$ cat config.mk
export PLATFORM = sky130hd
export DESIGN_NAME = standard_timer
export DESIGN_NICKNAME = d
export VERILOG_FILES = /design/src/design/standard_timer_pkg.sv /design/src/design/standard_timer.sv
export SDC_FILE = /design/constraint.sdc
export NUM_CORES = 1
export LEC_CHECK = 0
export ABC_AREA = 1
export BUFFER_PORTS_ARGS = -buffer_cell sky130_fd_sc_hd__buf_2
export CAP_MARGIN = 10
export CORE_ASPECT_RATIO = 1.4
export CORE_MARGIN = 5
export CORE_UTILIZATION = 30
export CTS_CLUSTER_DIAMETER = 200
export DETAILED_ROUTE_END_ITERATION = 8
export HOLD_SLACK_MARGIN = 0.1
export PLACE_DENSITY_LB_ADDON = 0.15
export SLEW_MARGIN = 20
export SYNTH_ARGS = -nofsm -noshare
export SYNTH_HDL_FRONTEND = slang
export SYNTH_SLANG_ARGS = --single-unit
$ cat constraint.sdc
create_clock -name clk -period 2.2 [get_ports clk]
set_clock_uncertainty 0.15 [all_clocks]
set_input_delay 0.11 -clock clk [delete_from_list [all_inputs] [get_ports clk]]
set_output_delay 0.11 -clock clk [all_outputs]
set_load 0.02 [all_outputs]
$ cat src/design/standard_timer_pkg.sv
/*
  Package for the standard timer: register offsets, field positions,
  reset values, mode codes and the state struct.
  Assumes an AXI4-Lite slave with 32-bit data, one register per word.
*/
package standard_timer_pkg;
  localparam logic [3:0] OFFSET_CONTROL_0   = 4'h0;
  localparam logic [3:0] OFFSET_CONTROL_1   = 4'h4;
  localparam logic [3:0] OFFSET_COUNT_LOW   = 4'h8;
  localparam logic [3:0] OFFSET_COUNT_HIGH  = 4'hC;
  localparam logic [5:0] OFFSET_CMP_A_LOW   = 6'h10;
  localparam logic [5:0] OFFSET_CMP_A_HIGH  = 6'h14;
  localparam logic [5:0] OFFSET_PERIOD_BYTE = 6'h18;
  localparam logic [5:0] OFFSET_FLAGS       = 6'h1C;

  localparam int BIT_PAUSE      = 7;
  localparam int BIT_ENABLE     = 3;
  localparam int BIT_MODE_HI    = 7;
  localparam int BIT_MODE_LO    = 6;
  localparam int BIT_PIN_HI     = 5;
  localparam int BIT_PIN_LO     = 4;
  localparam int BIT_INIT_LEVEL = 3;
  localparam int BIT_INVERT     = 2;
  localparam int BIT_SWAP       = 1;
  localparam int BIT_CLEAR_SEL  = 0;
  localparam int BIT_FLAG_A     = 0;
  localparam int BIT_FLAG_P     = 1;

  localparam logic [7:0]  RESET_BYTE   = 8'h00;
  localparam logic [15:0] RESET_COUNT  = 16'h0000;
  localparam logic [1:0]  RESP_OKAY    = 2'h0;
  localparam logic [1:0]  RESP_SLVERR  = 2'h2;

  localparam logic [1:0] MODE_COMPARE = 2'h0;
  localparam logic [1:0] MODE_CAPTURE = 2'h1;
  localparam logic [1:0] MODE_PWM     = 2'h2;
  localparam logic [1:0] MODE_TIMER   = 2'h3;

  localparam logic [1:0] PIN_NO_CHANGE = 2'h0;
  localparam logic [1:0] PIN_LOW       = 2'h1;
  localparam logic [1:0] PIN_HIGH      = 2'h2;
  localparam logic [1:0] PIN_TOGGLE    = 2'h3;
  localparam logic [1:0] PIN_PWM       = 2'h2;
  localparam logic [1:0] PIN_PULSE     = 2'h3;

  // bus write phase, gray coded along idle -> collect -> respond
  typedef enum logic [1:0] {
    WR_IDLE    = 2'b00,
    WR_COLLECT = 2'b01,
    WR_RESP    = 2'b11
  } write_phase_type;

  typedef struct packed {
    logic [7:0]      control_0;
    logic [7:0]      control_1;
    logic [7:0]      compare_a_low_byte;
    logic [7:0]      compare_a_high_byte;
    logic [7:0]      period_compare_byte;
    logic [15:0]     count;
    logic            enable_prev;
    logic            pin_level;
    logic            match_a_flag;
    logic            match_p_flag;
    logic            ext_prev;
    write_phase_type wr_phase;
    logic            aw_held;
    logic            w_held;
    logic [5:0]      aw_addr;
    logic [31:0]     w_data;
    logic [3:0]      w_strb;
    logic [1:0]      bresp;
    logic            rvalid;
    logic [31:0]     rdata;
    logic [1:0]      rresp;
  } timer_state_type;

  localparam timer_state_type STATE_RESET = '{
    control_0: 8'h00, control_1: 8'h00, compare_a_low_byte: 8'h00,
    compare_a_high_byte: 8'h00, period_compare_byte: 8'h00,
    count: 16'h0000, enable_prev: 1'b0, pin_level: 1'b0,
    match_a_flag: 1'b0, match_p_flag: 1'b0, ext_prev: 1'b0,
    wr_phase: WR_IDLE, aw_held: 1'b0, w_held: 1'b0, aw_addr: 6'h00,
    w_data: 32'h0000_0000, w_strb: 4'h0, bresp: 2'h0, rvalid: 1'b0,
    rdata: 32'h0000_0000, rresp: 2'h0
  };
endpackage : standard_timer_pkg

$ cat src/design/standard_timer.sv
/*
  Standard 16-bit timer with compare A, 8-bit period compare P, compare
  output, timer/counter, PWM and single-pulse modes; AXI4-Lite registers.
  Assumes one clock; count_tick and external_count_pin are synchronous.
*/
// Implementation choices: the register offsets and the AXI4-Lite slave port.
// Summary of operation
// - compare value A is 16 bits, two byte registers, reset to zero
// - compare value P matches only counter bits 15 to 8
// - clear select low: P match clears counter; P zero overflows full range
// - mode 00 compare output; clear select low raises both A and P flags
// - clear select high: A match clears counter, only A flag raised
// - A equal zero: counter overflows at FFFF, no A flag
// - compare output mode: besides enable rise, pin changes only on A match per pin function
// - compare and single pulse modes: enable rising edge sets pin to the initial level bit xor the invert bit
// - mode 11 behaves as compare mode but never drives the pin
// - swap low: period is P times 256 or 65536, A sets duty
// - duty at or above period gives continuously active output
// - swap high: A sets period, P times 256 or 65536 sets duty
// - PWM raises A and P flags on matches; clear select ignored
// - PWM pin functions 00 and 01 force inactive or active level
// - PWM initial level bit picks active level; invert bit inverts pin
// - single pulse: external pin edge sets the enable bit
// - pulse ends on enable clear or A match; A match clears enable, flags
// - single pulse: counter zeroed only by enable rise; P, swap ignored
// - compare output codes: no change, low, high, toggle
// - enable rise zeroes counter; enable low holds counter value
`timescale 1ns/100ps
module standard_timer #(
  parameter int COUNT_WIDTH = 16
) (
  input  wire logic        clk,
  input  wire logic        reset,
  input  wire logic        count_tick,
  input  wire logic        external_count_pin,
  output logic             timer_out,
  output logic             timer_out_enable,
  output logic             match_a_event,
  output logic             match_p_event,
  input  wire logic [5:0]  s_axi_awaddr,
  input  wire logic        s_axi_awvalid,
  output logic             s_axi_awready,
  input  wire logic [31:0] s_axi_wdata,
  input  wire logic [3:0]  s_axi_wstrb,
  input  wire logic        s_axi_wvalid,
  output logic             s_axi_wready,
  output logic [1:0]       s_axi_bresp,
  output logic             s_axi_bvalid,
  input  wire logic        s_axi_bready,
  input  wire logic [5:0]  s_axi_araddr,
  input  wire logic        s_axi_arvalid,
  output logic             s_axi_arready,
  output logic [31:0]      s_axi_rdata,
  output logic [1:0]       s_axi_rresp,
  output logic             s_axi_rvalid,
  input  wire logic        s_axi_rready
);
  standard_timer_pkg::timer_state_type state_q;
  standard_timer_pkg::timer_state_type state_d;

  logic [1:0]             mode;
  logic [1:0]             pin_fn;
  logic [COUNT_WIDTH-1:0] cmp_a;
  logic [COUNT_WIDTH:0]   p_span;
  logic                   a_match;
  logic                   p_match;
  logic                   pulse_mode;
  logic                   pwm_mode;
  logic                   active;
  logic                   raw_level;
  logic                   ext_edge;
  logic                   enable_now;
  logic                   clear_now;
  logic                   do_write;
  logic [5:0]             wr_addr;
  logic [31:0]            wr_data;
  logic [3:0]             wr_strb;

  function automatic logic [31:0] read_word(
    input standard_timer_pkg::timer_state_type s,
    input logic [5:0]                          addr
  );
    case (addr)
      {2'h0, standard_timer_pkg::OFFSET_CONTROL_0}:
        read_word = {24'h000000, s.control_0[7:3], 3'h0};
      {2'h0, standard_timer_pkg::OFFSET_CONTROL_1}:  read_word = {24'h000000, s.control_1};
      {2'h0, standard_timer_pkg::OFFSET_COUNT_LOW}:  read_word = {24'h000000, s.count[7:0]};
      {2'h0, standard_timer_pkg::OFFSET_COUNT_HIGH}: read_word = {24'h000000, s.count[15:8]};
      standard_timer_pkg::OFFSET_CMP_A_LOW:   read_word = {24'h000000, s.compare_a_low_byte};
      standard_timer_pkg::OFFSET_CMP_A_HIGH:  read_word = {24'h000000, s.compare_a_high_byte};
      standard_timer_pkg::OFFSET_PERIOD_BYTE: read_word = {24'h000000, s.period_compare_byte};
      standard_timer_pkg::OFFSET_FLAGS:
        read_word = {30'h0, s.match_p_flag, s.match_a_flag};
      default: read_word = 32'h0000_0000;
    endcase
  endfunction : read_word

  function automatic logic mapped(input logic [5:0] addr);
    mapped = (addr[1:0] == 2'h0) && (addr <= standard_timer_pkg::OFFSET_FLAGS);
  endfunction : mapped

  assign mode       = state_q.control_1[standard_timer_pkg::BIT_MODE_HI:
                                        standard_timer_pkg::BIT_MODE_LO];
  assign pin_fn     = state_q.control_1[standard_timer_pkg::BIT_PIN_HI:
                                        standard_timer_pkg::BIT_PIN_LO];
  assign cmp_a      = {state_q.compare_a_high_byte, state_q.compare_a_low_byte};
  assign pwm_mode   = (mode == standard_timer_pkg::MODE_PWM)
                      && (pin_fn != standard_timer_pkg::PIN_PULSE);
  assign pulse_mode = (mode == standard_timer_pkg::MODE_PWM)
                      && (pin_fn == standard_timer_pkg::PIN_PULSE);
  assign active     = state_q.control_0[standard_timer_pkg::BIT_ENABLE]
                      && !state_q.control_0[standard_timer_pkg::BIT_PAUSE]
                      && count_tick;
  // P compared to top byte; zero span is the full 65536 range
  assign p_span     = (state_q.period_compare_byte == 8'h00) ? 17'h10000
                      : {1'b0, state_q.period_compare_byte, 8'h00};
  assign a_match    = active && (cmp_a != 16'h0000)
                      && (state_q.count == cmp_a - 16'h0001);
  assign p_match    = active && ({1'b0, state_q.count} == p_span - 17'h00001);
  assign ext_edge   = external_count_pin && !state_q.ext_prev;

  // bus write lands when both halves have been collected
  always_comb begin
    do_write = 1'b0;
    wr_addr  = state_q.aw_addr;
    wr_data  = state_q.w_data;
    wr_strb  = state_q.w_strb;
    if (state_q.wr_phase == standard_timer_pkg::WR_COLLECT
        && state_q.aw_held && state_q.w_held) begin
      do_write = 1'b1;
    end
  end

  assign s_axi_awready = (state_q.wr_phase != standard_timer_pkg::WR_RESP) && !state_q.aw_held;
  assign s_axi_wready  = (state_q.wr_phase != standard_timer_pkg::WR_RESP) && !state_q.w_held;
  assign s_axi_bvalid  = (state_q.wr_phase == standard_timer_pkg::WR_RESP);
  assign s_axi_bresp   = state_q.bresp;
  assign s_axi_arready = !state_q.rvalid;
  assign s_axi_rvalid  = state_q.rvalid;
  assign s_axi_rdata   = state_q.rdata;
  assign s_axi_rresp   = state_q.rresp;
  assign timer_out_enable = (mode == standard_timer_pkg::MODE_COMPARE)
                            || (mode == standard_timer_pkg::MODE_PWM);
  assign timer_out     = state_q.pin_level;
  assign match_a_event = state_q.match_a_flag;
  assign match_p_event = state_q.match_p_flag;

  always_comb begin
    state_d = state_q;
    state_d.ext_prev = external_count_pin;
    state_d.match_a_flag = 1'b0;
    state_d.match_p_flag = 1'b0;
    clear_now = 1'b0;
    raw_level = 1'b0;

    // register writes
    case (state_q.wr_phase)
      standard_timer_pkg::WR_IDLE, standard_timer_pkg::WR_COLLECT: begin
        if (s_axi_awvalid && s_axi_awready) begin
          state_d.aw_held = 1'b1;
          state_d.aw_addr = s_axi_awaddr;
        end
        if (s_axi_wvalid && s_axi_wready) begin
          state_d.w_held = 1'b1;
          state_d.w_data = s_axi_wdata;
          state_d.w_strb = s_axi_wstrb;
        end
        if (state_d.aw_held || state_d.w_held) begin
          state_d.wr_phase = standard_timer_pkg::WR_COLLECT;
        end
        if (do_write) begin
          state_d.aw_held  = 1'b0;
          state_d.w_held   = 1'b0;
          state_d.wr_phase = standard_timer_pkg::WR_RESP;
          state_d.bresp    = mapped(wr_addr) ? standard_timer_pkg::RESP_OKAY
                                             : standard_timer_pkg::RESP_SLVERR;
          if (wr_strb[0]) begin
            case (wr_addr)
              {2'h0, standard_timer_pkg::OFFSET_CONTROL_0}:
                state_d.control_0 = {wr_data[7:3], 3'h0};
              {2'h0, standard_timer_pkg::OFFSET_CONTROL_1}: state_d.control_1 = wr_data[7:0];
              standard_timer_pkg::OFFSET_CMP_A_LOW:  state_d.compare_a_low_byte = wr_data[7:0];
              standard_timer_pkg::OFFSET_CMP_A_HIGH: state_d.compare_a_high_byte = wr_data[7:0];
              standard_timer_pkg::OFFSET_PERIOD_BYTE:
                state_d.period_compare_byte = wr_data[7:0];
              default: state_d.bresp = state_d.bresp;
            endcase
          end
        end
      end
      standard_timer_pkg::WR_RESP: begin
        if (s_axi_bready) begin
          state_d.wr_phase = standard_timer_pkg::WR_IDLE;
        end
      end
      default: state_d.wr_phase = standard_timer_pkg::WR_IDLE;
    endcase

    // register reads, one outstanding
    if (state_q.rvalid && s_axi_rready) begin
      state_d.rvalid = 1'b0;
    end
    if (s_axi_arvalid && !state_q.rvalid) begin
      state_d.rvalid = 1'b1;
      state_d.rdata  = read_word(state_q, s_axi_araddr);
      state_d.rresp  = mapped(s_axi_araddr) ? standard_timer_pkg::RESP_OKAY
                                            : standard_timer_pkg::RESP_SLVERR;
    end

    // hardware enable set/clear wins over the same-cycle software write
    if (pulse_mode && ext_edge) begin
      state_d.control_0[standard_timer_pkg::BIT_ENABLE] = 1'b1;
    end

    // counting and matching
    if (active) begin
      state_d.count = state_q.count + 16'h0001;
      if (pulse_mode) begin
        if (a_match) begin
          state_d.match_a_flag = 1'b1;
          state_d.control_0[standard_timer_pkg::BIT_ENABLE] = 1'b0;
        end
      end else if (pwm_mode) begin
        state_d.match_a_flag = a_match;
        state_d.match_p_flag = p_match;
        clear_now = state_q.control_1[standard_timer_pkg::BIT_SWAP] ? a_match : p_match;
      end else if (mode != standard_timer_pkg::MODE_CAPTURE) begin
        if (state_q.control_1[standard_timer_pkg::BIT_CLEAR_SEL]) begin
          state_d.match_a_flag = a_match;
          clear_now = a_match;
        end else begin
          state_d.match_a_flag = a_match;
          state_d.match_p_flag = p_match;
          clear_now = p_match;
        end
        // pin moves only on an A match
        if (a_match && mode == standard_timer_pkg::MODE_COMPARE) begin
          case (pin_fn)
            standard_timer_pkg::PIN_LOW:    state_d.pin_level = 1'b0;
            standard_timer_pkg::PIN_HIGH:   state_d.pin_level = 1'b1;
            standard_timer_pkg::PIN_TOGGLE: state_d.pin_level = !state_q.pin_level;
            default:                        state_d.pin_level = state_q.pin_level;
          endcase
        end
      end else begin
        clear_now = p_match;
        state_d.match_p_flag = p_match;
      end
      if (clear_now) begin
        state_d.count = 16'h0000;
      end
    end

    // PWM level: period counter, duty compare
    if (pwm_mode) begin
      if (state_q.control_1[standard_timer_pkg::BIT_SWAP]) begin
        raw_level = ({1'b0, state_q.count} < p_span) || ({1'b0, cmp_a} <= p_span);
      end else begin
        raw_level = ({1'b0, state_q.count} < {1'b0, cmp_a}) || ({1'b0, cmp_a} >= p_span);
      end
      case (pin_fn)
        standard_timer_pkg::PIN_NO_CHANGE: raw_level = 1'b0;
        standard_timer_pkg::PIN_LOW:       raw_level = 1'b1;
        default:                           raw_level = raw_level;
      endcase
      // active level from the initial-level bit, then inversion
      state_d.pin_level = (raw_level ~^ state_q.control_1[standard_timer_pkg::BIT_INIT_LEVEL])
                          ^ state_q.control_1[standard_timer_pkg::BIT_INVERT];
    end
    if (pulse_mode) begin
      state_d.pin_level = (state_d.control_0[standard_timer_pkg::BIT_ENABLE]
                           ~^ state_q.control_1[standard_timer_pkg::BIT_INIT_LEVEL])
                          ^ state_q.control_1[standard_timer_pkg::BIT_INVERT];
    end

    // enable rising edge zeroes counter and, in compare mode, restores initial pin level
    enable_now = state_d.control_0[standard_timer_pkg::BIT_ENABLE];
    state_d.enable_prev = enable_now;
    if (enable_now && !state_q.enable_prev) begin
      state_d.count = standard_timer_pkg::RESET_COUNT;
      if (mode == standard_timer_pkg::MODE_COMPARE) begin
        state_d.pin_level = state_q.control_1[standard_timer_pkg::BIT_INIT_LEVEL]
                            ^ state_q.control_1[standard_timer_pkg::BIT_INVERT];
      end
    end
  end

  always_ff @(posedge clk) begin
    if (reset) begin
      state_q <= standard_timer_pkg::STATE_RESET;
    end else begin
      state_q <= state_d;
    end
  end

  AST_A_CLEARS: assert property (@(posedge clk) disable iff (reset)
    (a_match && !pulse_mode && state_q.control_1[0] && mode != 2'h1 && !pwm_mode)
      |=> (state_q.count == 16'h0000 || $rose(state_q.enable_prev)) && state_q.match_a_flag)
    else $error("A match did not clear counter");
  AST_NO_A_FLAG_ZERO: assert property (@(posedge clk) disable iff (reset)
    (cmp_a == 16'h0000) |=> !state_q.match_a_flag)
    else $error("A flag raised with zero compare A");
  AST_NO_P_FLAG_SEL: assert property (@(posedge clk) disable iff (reset)
    (mode == 2'h0 && state_q.control_1[0]) |=> !state_q.match_p_flag)
    else $error("P flag raised with clear select high");
  AST_P_TOP_BYTE: assert property (@(posedge clk) disable iff (reset)
    p_match |-> state_q.count[7:0] == 8'hFF)
    else $error("P match off a 256 boundary");
  AST_ENABLE_ZERO: assert property (@(posedge clk) disable iff (reset)
    (state_d.control_0[3] && !state_q.enable_prev) |=> state_q.count == 16'h0000)
    else $error("enable rise did not zero counter");
  AST_HOLD_OFF: assert property (@(posedge clk) disable iff (reset)
    (!state_q.control_0[3] && !state_d.control_0[3]) |=> $stable(state_q.count))
    else $error("counter moved while disabled");
  AST_PULSE_END: assert property (@(posedge clk) disable iff (reset)
    (pulse_mode && a_match && !ext_edge) |=> !state_q.control_0[3] && state_q.match_a_flag)
    else $error("A match did not end pulse");
  AST_TIMER_NO_PIN: assert property (@(posedge clk) disable iff (reset)
    (mode == 2'h3 && !do_write) |=> $stable(state_q.pin_level) && !timer_out_enable)
    else $error("pin driven in timer mode");
  // compare mode
  AST_CMP_A_FLAG: assert property (@(posedge clk) disable iff (reset)
    (mode == 2'h0 && a_match) |=> state_q.match_a_flag)
    else $error("A match raised no A flag");
  AST_CMP_P_CLEAR: assert property (@(posedge clk) disable iff (reset)
    (mode == 2'h0 && !state_q.control_1[0] && p_match)
      |=> state_q.match_p_flag && state_q.count == 16'h0000)
    else $error("P match did not clear counter or raise P flag");
  AST_PIN_ONLY_A: assert property (@(posedge clk) disable iff (reset)
    (mode == 2'h0 && !a_match && !(state_d.control_0[3] && !state_q.enable_prev))
      |=> $stable(state_q.pin_level))
    else $error("pin moved without an A match");
  AST_PIN_TOGGLE: assert property (@(posedge clk) disable iff (reset)
    (mode == 2'h0 && a_match && pin_fn == 2'h3)
      |=> state_q.pin_level != $past(state_q.pin_level))
    else $error("toggle function did not toggle pin");
  AST_PIN_LOW: assert property (@(posedge clk) disable iff (reset)
    (mode == 2'h0 && a_match && pin_fn == 2'h1) |=> !state_q.pin_level)
    else $error("drive low function left pin high");
  AST_PIN_HIGH: assert property (@(posedge clk) disable iff (reset)
    (mode == 2'h0 && a_match && pin_fn == 2'h2) |=> state_q.pin_level)
    else $error("drive high function left pin low");
  AST_INIT_LEVEL: assert property (@(posedge clk) disable iff (reset)
    (mode == 2'h0 && state_d.control_0[3] && !state_q.enable_prev)
      |=> state_q.pin_level == ($past(state_q.control_1[3]) ^ $past(state_q.control_1[2])))
    else $error("enable rise did not restore initial pin level");
  // pwm and single pulse
  AST_PWM_A_FLAG: assert property (@(posedge clk) disable iff (reset)
    (pwm_mode && a_match) |=> state_q.match_a_flag)
    else $error("PWM A match raised no A flag");
  AST_PWM_P_FLAG: assert property (@(posedge clk) disable iff (reset)
    (pwm_mode && p_match) |=> state_q.match_p_flag)
    else $error("PWM P match raised no P flag");
  AST_PWM_FULL: assert property (@(posedge clk) disable iff (reset)
    (pwm_mode && pin_fn == 2'h2 && state_q.control_1[3:1] == 3'h4
     && {1'b0, cmp_a} >= p_span) |=> state_q.pin_level)
    else $error("duty at or above period not fully active");
  AST_PWM_INACTIVE: assert property (@(posedge clk) disable iff (reset)
    (pwm_mode && pin_fn == 2'h0)
      |=> state_q.pin_level != ($past(state_q.control_1[3]) ^ $past(state_q.control_1[2])))
    else $error("forced inactive level not on pin");
  AST_PWM_ACTIVE: assert property (@(posedge clk) disable iff (reset)
    (pwm_mode && pin_fn == 2'h1)
      |=> state_q.pin_level == ($past(state_q.control_1[3]) ^ $past(state_q.control_1[2])))
    else $error("forced active level not on pin");
  AST_PWM_SWAP_CLEAR: assert property (@(posedge clk) disable iff (reset)
    (pwm_mode && state_q.control_1[1] && a_match) |=> state_q.count == 16'h0000)
    else $error("A match did not end swapped PWM period");
  AST_PULSE_START: assert property (@(posedge clk) disable iff (reset)
    (pulse_mode && ext_edge && !a_match) |=> state_q.control_0[3])
    else $error("trigger edge did not set enable");
  // counting
  AST_COUNT_STEP: assert property (@(posedge clk) disable iff (reset)
    (active && !clear_now) |=> state_q.count == $past(state_q.count) + 16'h0001)
    else $error("counter did not step on a tick");
endmodule : standard_timer

==> flow_summary.json, run 1 <==
{
  "fin_ws_ns": -0.254,
  "relSlewSlack_pct": 61.5,
  "syn_to_final_growth_pct": 43.2,
  "layout-drive-gt1-share_pct": 31.9,
  "die_area_um2": 23100,
  "min_period_ns": 2.45,
  "status": "finished, violations left",
  "ys.warnings.count": 0,
  "powerDensity_nw_per_um2": 421,
  "cp_slowest_stage_delay_ns": 0.33,
  "stdcell_area_um2": 8630,
  "utilization_pct": 43.5,
  "crit_chain": "inv_4 > ha_4 > nand3_4 > nor2_4 > nor2_4 > ha_4 > nand4_1 > nor2_1 > nand2_1 > nor2_4 > a21oi_2 > nand3_2 > nand2_1 > nand2_1 > nand2_1 > nand2_1 > nand3_1 > nand3_1 > nand2_1 > a21oi_2",
  "leakagePower_nw": 4.08,
  "final_common_cell": "nand2_1",
  "portBuffers": 48,
  "row_count": 61,
  "power_mw": 3.64,
  "placed_area_um2": 7590,
  "cts_tree": "yes",
  "synthTopCellsByArea": "dfxtp_1 29%, nand2_1 10%, ha_1 7.7%, inv_1 7.2%, nor2_1 6.2%",
  "fp.dieW_um": 130,
  "max_cap_viol_count": 0,
  "slowest_stage": "dfxtp_2",
  "synth_cells": 890,
  "critPathCaptureType": "flip-flop",
  "core_area_um2": 19800,
  "ys_async_sr_fraction_pct": 0,
  "cp.buffers_inverters": 1,
  "grt_pass1_wl_mm": 35.7,
  "fp.dieH_um": 178,
  "dr.pass1.iters": 5,
  "finalCritPeriodShare_pct": 112,
  "gr-total-overflow": 0,
  "n_antenna_cell": 0,
  "ant_nets": 0,
  "grt_pass1_vias": 6444,
  "synth_area_per_cell_um2": 6.78,
  "crit_path_frequent_cell": "nand2_1",
  "ys_seq_elements": 87,
  "htreeDepth": 3,
  "violations": "negative setup slack",
  "layoutNonFillerInstCount": 1367,
  "tightest_slew_ns": 0.576,
  "wl_mm": 23.6,
  "cp_top_family": "simple AND/OR/NAND/NOR gates",
  "yosysTopAreaCell": "dfxtp_1",
  "dp_hpwl_mm": 19.1,
  "yosysTopAreaCellShare_pct": 28.9,
  "dp_cells": 1317,
  "ys_seq_area_share_pct": 28.9,
  "crit_required_ns": 2.33,
  "ir_drop_uv": 384,
  "layout_common_cells": "158 x nand2_1, 155 x buf_4, 107 x inv_1, 84 x nor2_1, 73 x dfxtp_1",
  "startpoint_type": "flip-flop",
  "antenna_found_initial": 0,
  "ios": 102,
  "finalNetCount": 1205,
  "clock.fmax_mhz": 408,
  "min_path_type": "input pin to flip-flop",
  "drt-vias-per-instance": 4.82,
  "vias": 6593,
  "setup_viol_count_final": 17,
  "hold_violations": 0,
  "gp_congestion": 0.904,
  "cts_sinks": 87,
  "drc_errors": 0,
  "cts_buffers": 9,
  "clock_latency_ns": 0.34,
  "rsz0062_at_grt": "yes",
  "drv_slew": 0,
  "max-clock-path-buffers": 2,
  "start_util_pct": 30.4,
  "netlist_area_um2": 6030,
  "ctsRootBufferMaster": "clkbuf_16",
  "crit_arrival_ns": 2.59,
  "grt_usage_pct": 20.4,
  "ys.flop_type": "dfxtp_1",
  "grt_max_degree": 37,
  "critPathKind": "flip-flop to flip-flop",
  "drt_iter0_drc": 391,
  "cp_max_fo": 2,
  "wl_per_cell_um": 17.3,
  "synth_enable_flop_cells": 0,
  "clk_pin_slew_ns": 0.07,
  "synthDistinctLibCells": 45
}
timing repair:
action	in CTS	in global routing
cloned	1	0
resized for setup	57	39
pin swaps	35	39
hold buffers	22	0
buffers inserted	10	2
endpoints found under the hold margin	24	0
endpoints found under the setup margin	19	19
layer usage:
layer | global-route usage [%] | vias to the layer above | routed length, um
li1 | - | 3311 | -
met4 | 10.9 | 0 | 1280
met2 | 38.4 | 186 | 12500
met1 | 22.2 | 3041 | 9130
met5 | 0 | - | 0
met3 | 1.90 | 55 | 706
sequential cells by signal (all words and copies together) (netlist names), 2 cells and up:
register,flops
state_q,38
cmp_a,16
s_axi_rdata,8
wr_data,8
wr_addr,6
mode,2
pin_fn,2
cell families (layout without fill, tap and decap cells):
| logic type | after synthesis | after routing | synth area share, % |
|---|---|---|---|
| other | 1 | 26 | 0.0622 |
| buffers and inverters | 173 | 372 | 13.2 |
| AND/OR/NAND/NOR | 395 | 396 | 30.0 |
| XOR/XNOR | 27 | 27 | 3.92 |
| AO/OA/AOI/OAI | 170 | 170 | 16.2 |
| flip-flops | 87 | 87 | 28.9 |
| adder cells (fa/ha/maj) | 37 | 37 | 7.68 |
layout make-up:
type                            count  area [um^2]
Clock buffer                        9          225
Inverter                          123          469
Tap cell                          252          315
Timing Repair Buffer              234         1770
Fill cell                        2099        11200
Clock inverter                      6         93.8
Sequential cell                    87         1760
Multi-Input combinational cell    656         4000
cells in the mapped netlist (2+ instances only):
library cell / number
o221ai_1: 5
ha_1: 37
nor4_1: 6
o21bai_1: 3
a211oi_1: 16
nand2_1: 167
nor2_4: 5
dfxtp_1: 87
o31ai_1: 4
nand4_1: 10
a21oi_1: 64
nor2_1: 99
or2_2: 3
xor2_1: 20
o21a_1: 2
o22ai_1: 16
o21ai_0: 50
nand3_2: 4
xnor2_1: 7
o211ai_1: 2
nand2_2: 6
and3_1: 2
o41ai_1: 2
nor3_2: 6
clkbuf_1: 12
buf_4: 36
nand3b_1: 4
inv_2: 6
nor2_2: 12
inv_1: 116
a21oi_2: 2
nand3_1: 48
nor3_1: 19
through the flow:
stage	hold WS (ns)	TNS [ns]	worst slack, ns
after floorplan	0.0355	-0.133	-0.0189
after global placement	0.184	-5.14	-0.310
after detailed placement	0.183	-5.23	-0.361
after CTS	0.134	-3.17	-0.233
after global routing	0.162	-6.41	-0.446
final	0.122	-3.78	-0.254
worst paths after layout:
| path | to | cells past startpoint | startpoint | slack, ns |
|---|---|---|---|---|
| max | timer_out | 20 | state_q[104] | -0.25 |
| min | s_axi_rdata[6] | 5 | s_axi_arvalid | 0.12 |
| max reg2reg | timer_out | 20 | state_q[104] | -0.25 |
| min reg2reg | state_q[142] | 2 | state_q[142] | 0.31 |
worst reg2reg max path, delay by kind of cell (launching register included):
family / cells / cell delay [ns]
simple gates: 15 / 1.31
fa+ha+maj: 2 / 0.39
flops: 1 / 0.33
compound gates: 2 / 0.17
buf+inv: 1 / 0.06
power by group:
part / internal (mW) / switching (mW) / total, mW
Sequential: 1.61 / 0.0482 / 1.66
Clock: 1.00 / 0.683 / 1.68
Combinational: 0.105 / 0.193 / 0.298
Total: 2.71 / 0.925 / 3.64
Power figures use the tool's default switching activity.
==> inputs of run 2 (changes only) <==
Settings changed: CORE_UTILIZATION 30 to 52.
==> run 2 against run 1 <==
Net effect: the run still ends with negative setup slack left; critical path depth unchanged; fmax up 0.53%; critical endpoint unchanged; clock power grew 6%.
==> flow_summary.json, run 2 (synthesized netlist as in run 1, its figures left out) <==
{
  "clockPowerShare_pct": 47.5,
  "antenna_found_initial": 0,
  "max_cap_viol_count": 0,
  "clock_latency_ns": 0.34,
  "crit_required_ns": 2.32,
  "status": "finished, violations left",
  "setup_viol_count_final": 18,
  "top_register": "state_q",
  "clk_pin_slew_ns": 0.06,
  "layout_common_cells": "160 x nand2_1, 119 x buf_4, 110 x inv_1, 86 x nor2_1, 74 x dfxtp_1",
  "slowest_stage": "dfxtp_2",
  "finalNetCount": 1165,
  "start_util_pct": 53.2,
  "critPathCaptureType": "flip-flop",
  "fin_ws_ns": -0.241,
  "drt-vias-per-instance": 5.42,
  "vias": 6601,
  "grt_pass1_vias": 6423,
  "cp_slowest_stage_delay_ns": 0.32,
  "core_area_um2": 11300,
  "ant_nets": 0,
  "crit_path_frequent_cell": "nand2_1",
  "min_period_ns": 2.44,
  "wl_per_cell_um": 17.1,
  "gr-total-overflow": 0,
  "wl_met1_mm": 7.51,
  "cp_max_fo": 3,
  "drt_iter0_drc": 458,
  "critPathKind": "flip-flop to flip-flop",
  "gp_congestion": 0.982,
  "drc_errors": 0,
  "cts_sinks": 87,
  "p_sw_share_pct": 23.7,
  "min_path_type": "input pin to flip-flop",
  "fp.dieW_um": 101,
  "largest_register_ffs": 38,
  "rsz0062_at_grt": "yes",
  "seq_power_share_pct": 44.6,
  "leakagePower_nw": 3.85,
  "fp.dieH_um": 137,
  "utilization_pct": 70.8,
  "nFillCells": 913,
  "violations": "negative setup slack",
  "cts_buffers": 9,
  "ir_drop_uv": 601,
  "powerDensity_nw_per_um2": 465,
  "dp_hpwl_mm": 15.7,
  "finalCritPeriodShare_pct": 111,
  "startpoint_type": "flip-flop",
  "ctsRootBufferMaster": "clkbuf_16",
  "relSlewSlack_pct": 55.9,
  "p_sw_mw": 0.885,
  "hold_violations": 0,
  "met3_length_mm": 1.37,
  "top_layer": "met4",
  "final_common_cell": "nand2_1",
  "grt_usage_pct": 30.3,
  "ios": 102,
  "crit_arrival_ns": 2.56,
  "crit_chain": "inv_4 > ha_4 > nand3_4 > nor2_4 > nor2_4 > ha_1 > nand4_1 > nor2_1 > nand2_1 > nor2_2 > nor2_1 > nand3_1 > nand2_2 > nand2_2 > nand2_1 > nand2_1 > nand3_1 > nand3_1 > nand2_1 > a21oi_2",
  "syn_to_final_growth_pct": 33.2,
  "clock.fmax_mhz": 410,
  "cts_tree": "yes",
  "tightest_slew_ns": 0.661,
  "htreeDepth": 3,
  "drv_slew": 0,
  "layout-drive-gt1-share_pct": 27.2,
  "n_antenna_cell": 0,
  "grt_pass1_wl_mm": 32.1,
  "met2_length_mm": 10.4,
  "combPwrFrac_pct": 7.9,
  "die_area_um2": 13900,
  "wl_mm": 20.9,
  "dr.pass1.iters": 6,
  "grt_max_degree": 32,
  "portBuffers": 48,
  "p_int_mw": 2.85,
  "row_count": 46,
  "max-clock-path-buffers": 2,
  "power_mw": 3.74
}
==> run 2: cell types whose count changed in the layout (fill, tap and decap cells not counted), sizes merged <==
cell | previous run | this run
buf | 212 | 171
dlygate4sd3 | 22 | 23
bufinv | 2 | 3
inv | 125 | 123
clkbuf | 9 | 10
==> run 2: routing by layer <==
layer  vias to the layer above  global-route usage, %
met1                      2984                   32.0
met2                       259                   53.4
met3                        98                   5.62
met5                         -                      0
li1                       3260                      -
met4                         0                   21.6
==> run 2: area by class of cell <==
type | instances | area, um^2 | share of cell area, %
Clock buffer | 10 | 239 | 2.98
Clock inverter | 5 | 106 | 1.32
Inverter | 123 | 469 | 5.84
Multi-Input combinational cell | 656 | 3860 | 48.1
Sequential cell | 87 | 1760 | 21.9
Tap cell | 144 | 180 | 2.24
Timing Repair Buffer | 194 | 1420 | 17.7
==> run 2: power groups by stage <==
stage / Clock [mW] / Combinational (mW) / Sequential [mW]
floorplan: 0 / 0.210 / 1.67
global placement: 0 / 0.250 / 1.70
detailed placement: 0 / 0.252 / 1.70
CTS: 1.78 / 0.288 / 1.66
global route: 1.86 / 0.326 / 1.67
finish: 1.78 / 0.294 / 1.67
==> run 2: through the flow <==
stage	setup TNS, ns	setup WS [ns]	hold WS, ns	instances	instance area [um^2]
after floorplan	-0.133	-0.0189	0.0355	915	6180
after global placement	-2.79	-0.182	0.180	1175	7160
after detailed placement	-3.07	-0.238	0.181	1175	7160
after CTS	-1.82	-0.136	0.110	1218	7880
after global routing	-5.00	-0.385	0.160	1219	8030
final	-2.80	-0.241	0.125	1219	8030
==> run 2: final timing paths <==
path / depth (start not counted) / slack [ns] / from / endpoint
max: 20 / -0.24 / state_q[105] / timer_out
min: 5 / 0.13 / s_axi_arvalid / s_axi_rdata[4]
min reg2reg: 2 / 0.31 / s_axi_rdata[7] / s_axi_rdata[7]
max reg2reg: 20 / -0.24 / state_q[105] / timer_out
==> run 2: timing repair <==
action | 4_1_cts | 5_1_grt
endpoints found under the hold margin | 24 | 0
resized for setup | 28 | 38
hold buffers | 23 | 0
pin swaps | 10 | 19
setup endpoints to repair | 17 | 19
buffers inserted | 4 | 1
gates cloned | 1 | 0
==> run 2: worst max-delay path: cells and delay by family, from the launching register on <==
| family | cells | cell delay, ns |
|---|---|---|
| AO/OA/AOI/OAI | 1 | 0.13 |
| adder cells (fa/ha/maj) | 2 | 0.42 |
| flip-flops | 1 | 0.32 |
| AND/OR/NAND/NOR | 16 | 1.27 |
| buffers and inverters | 1 | 0.06 |
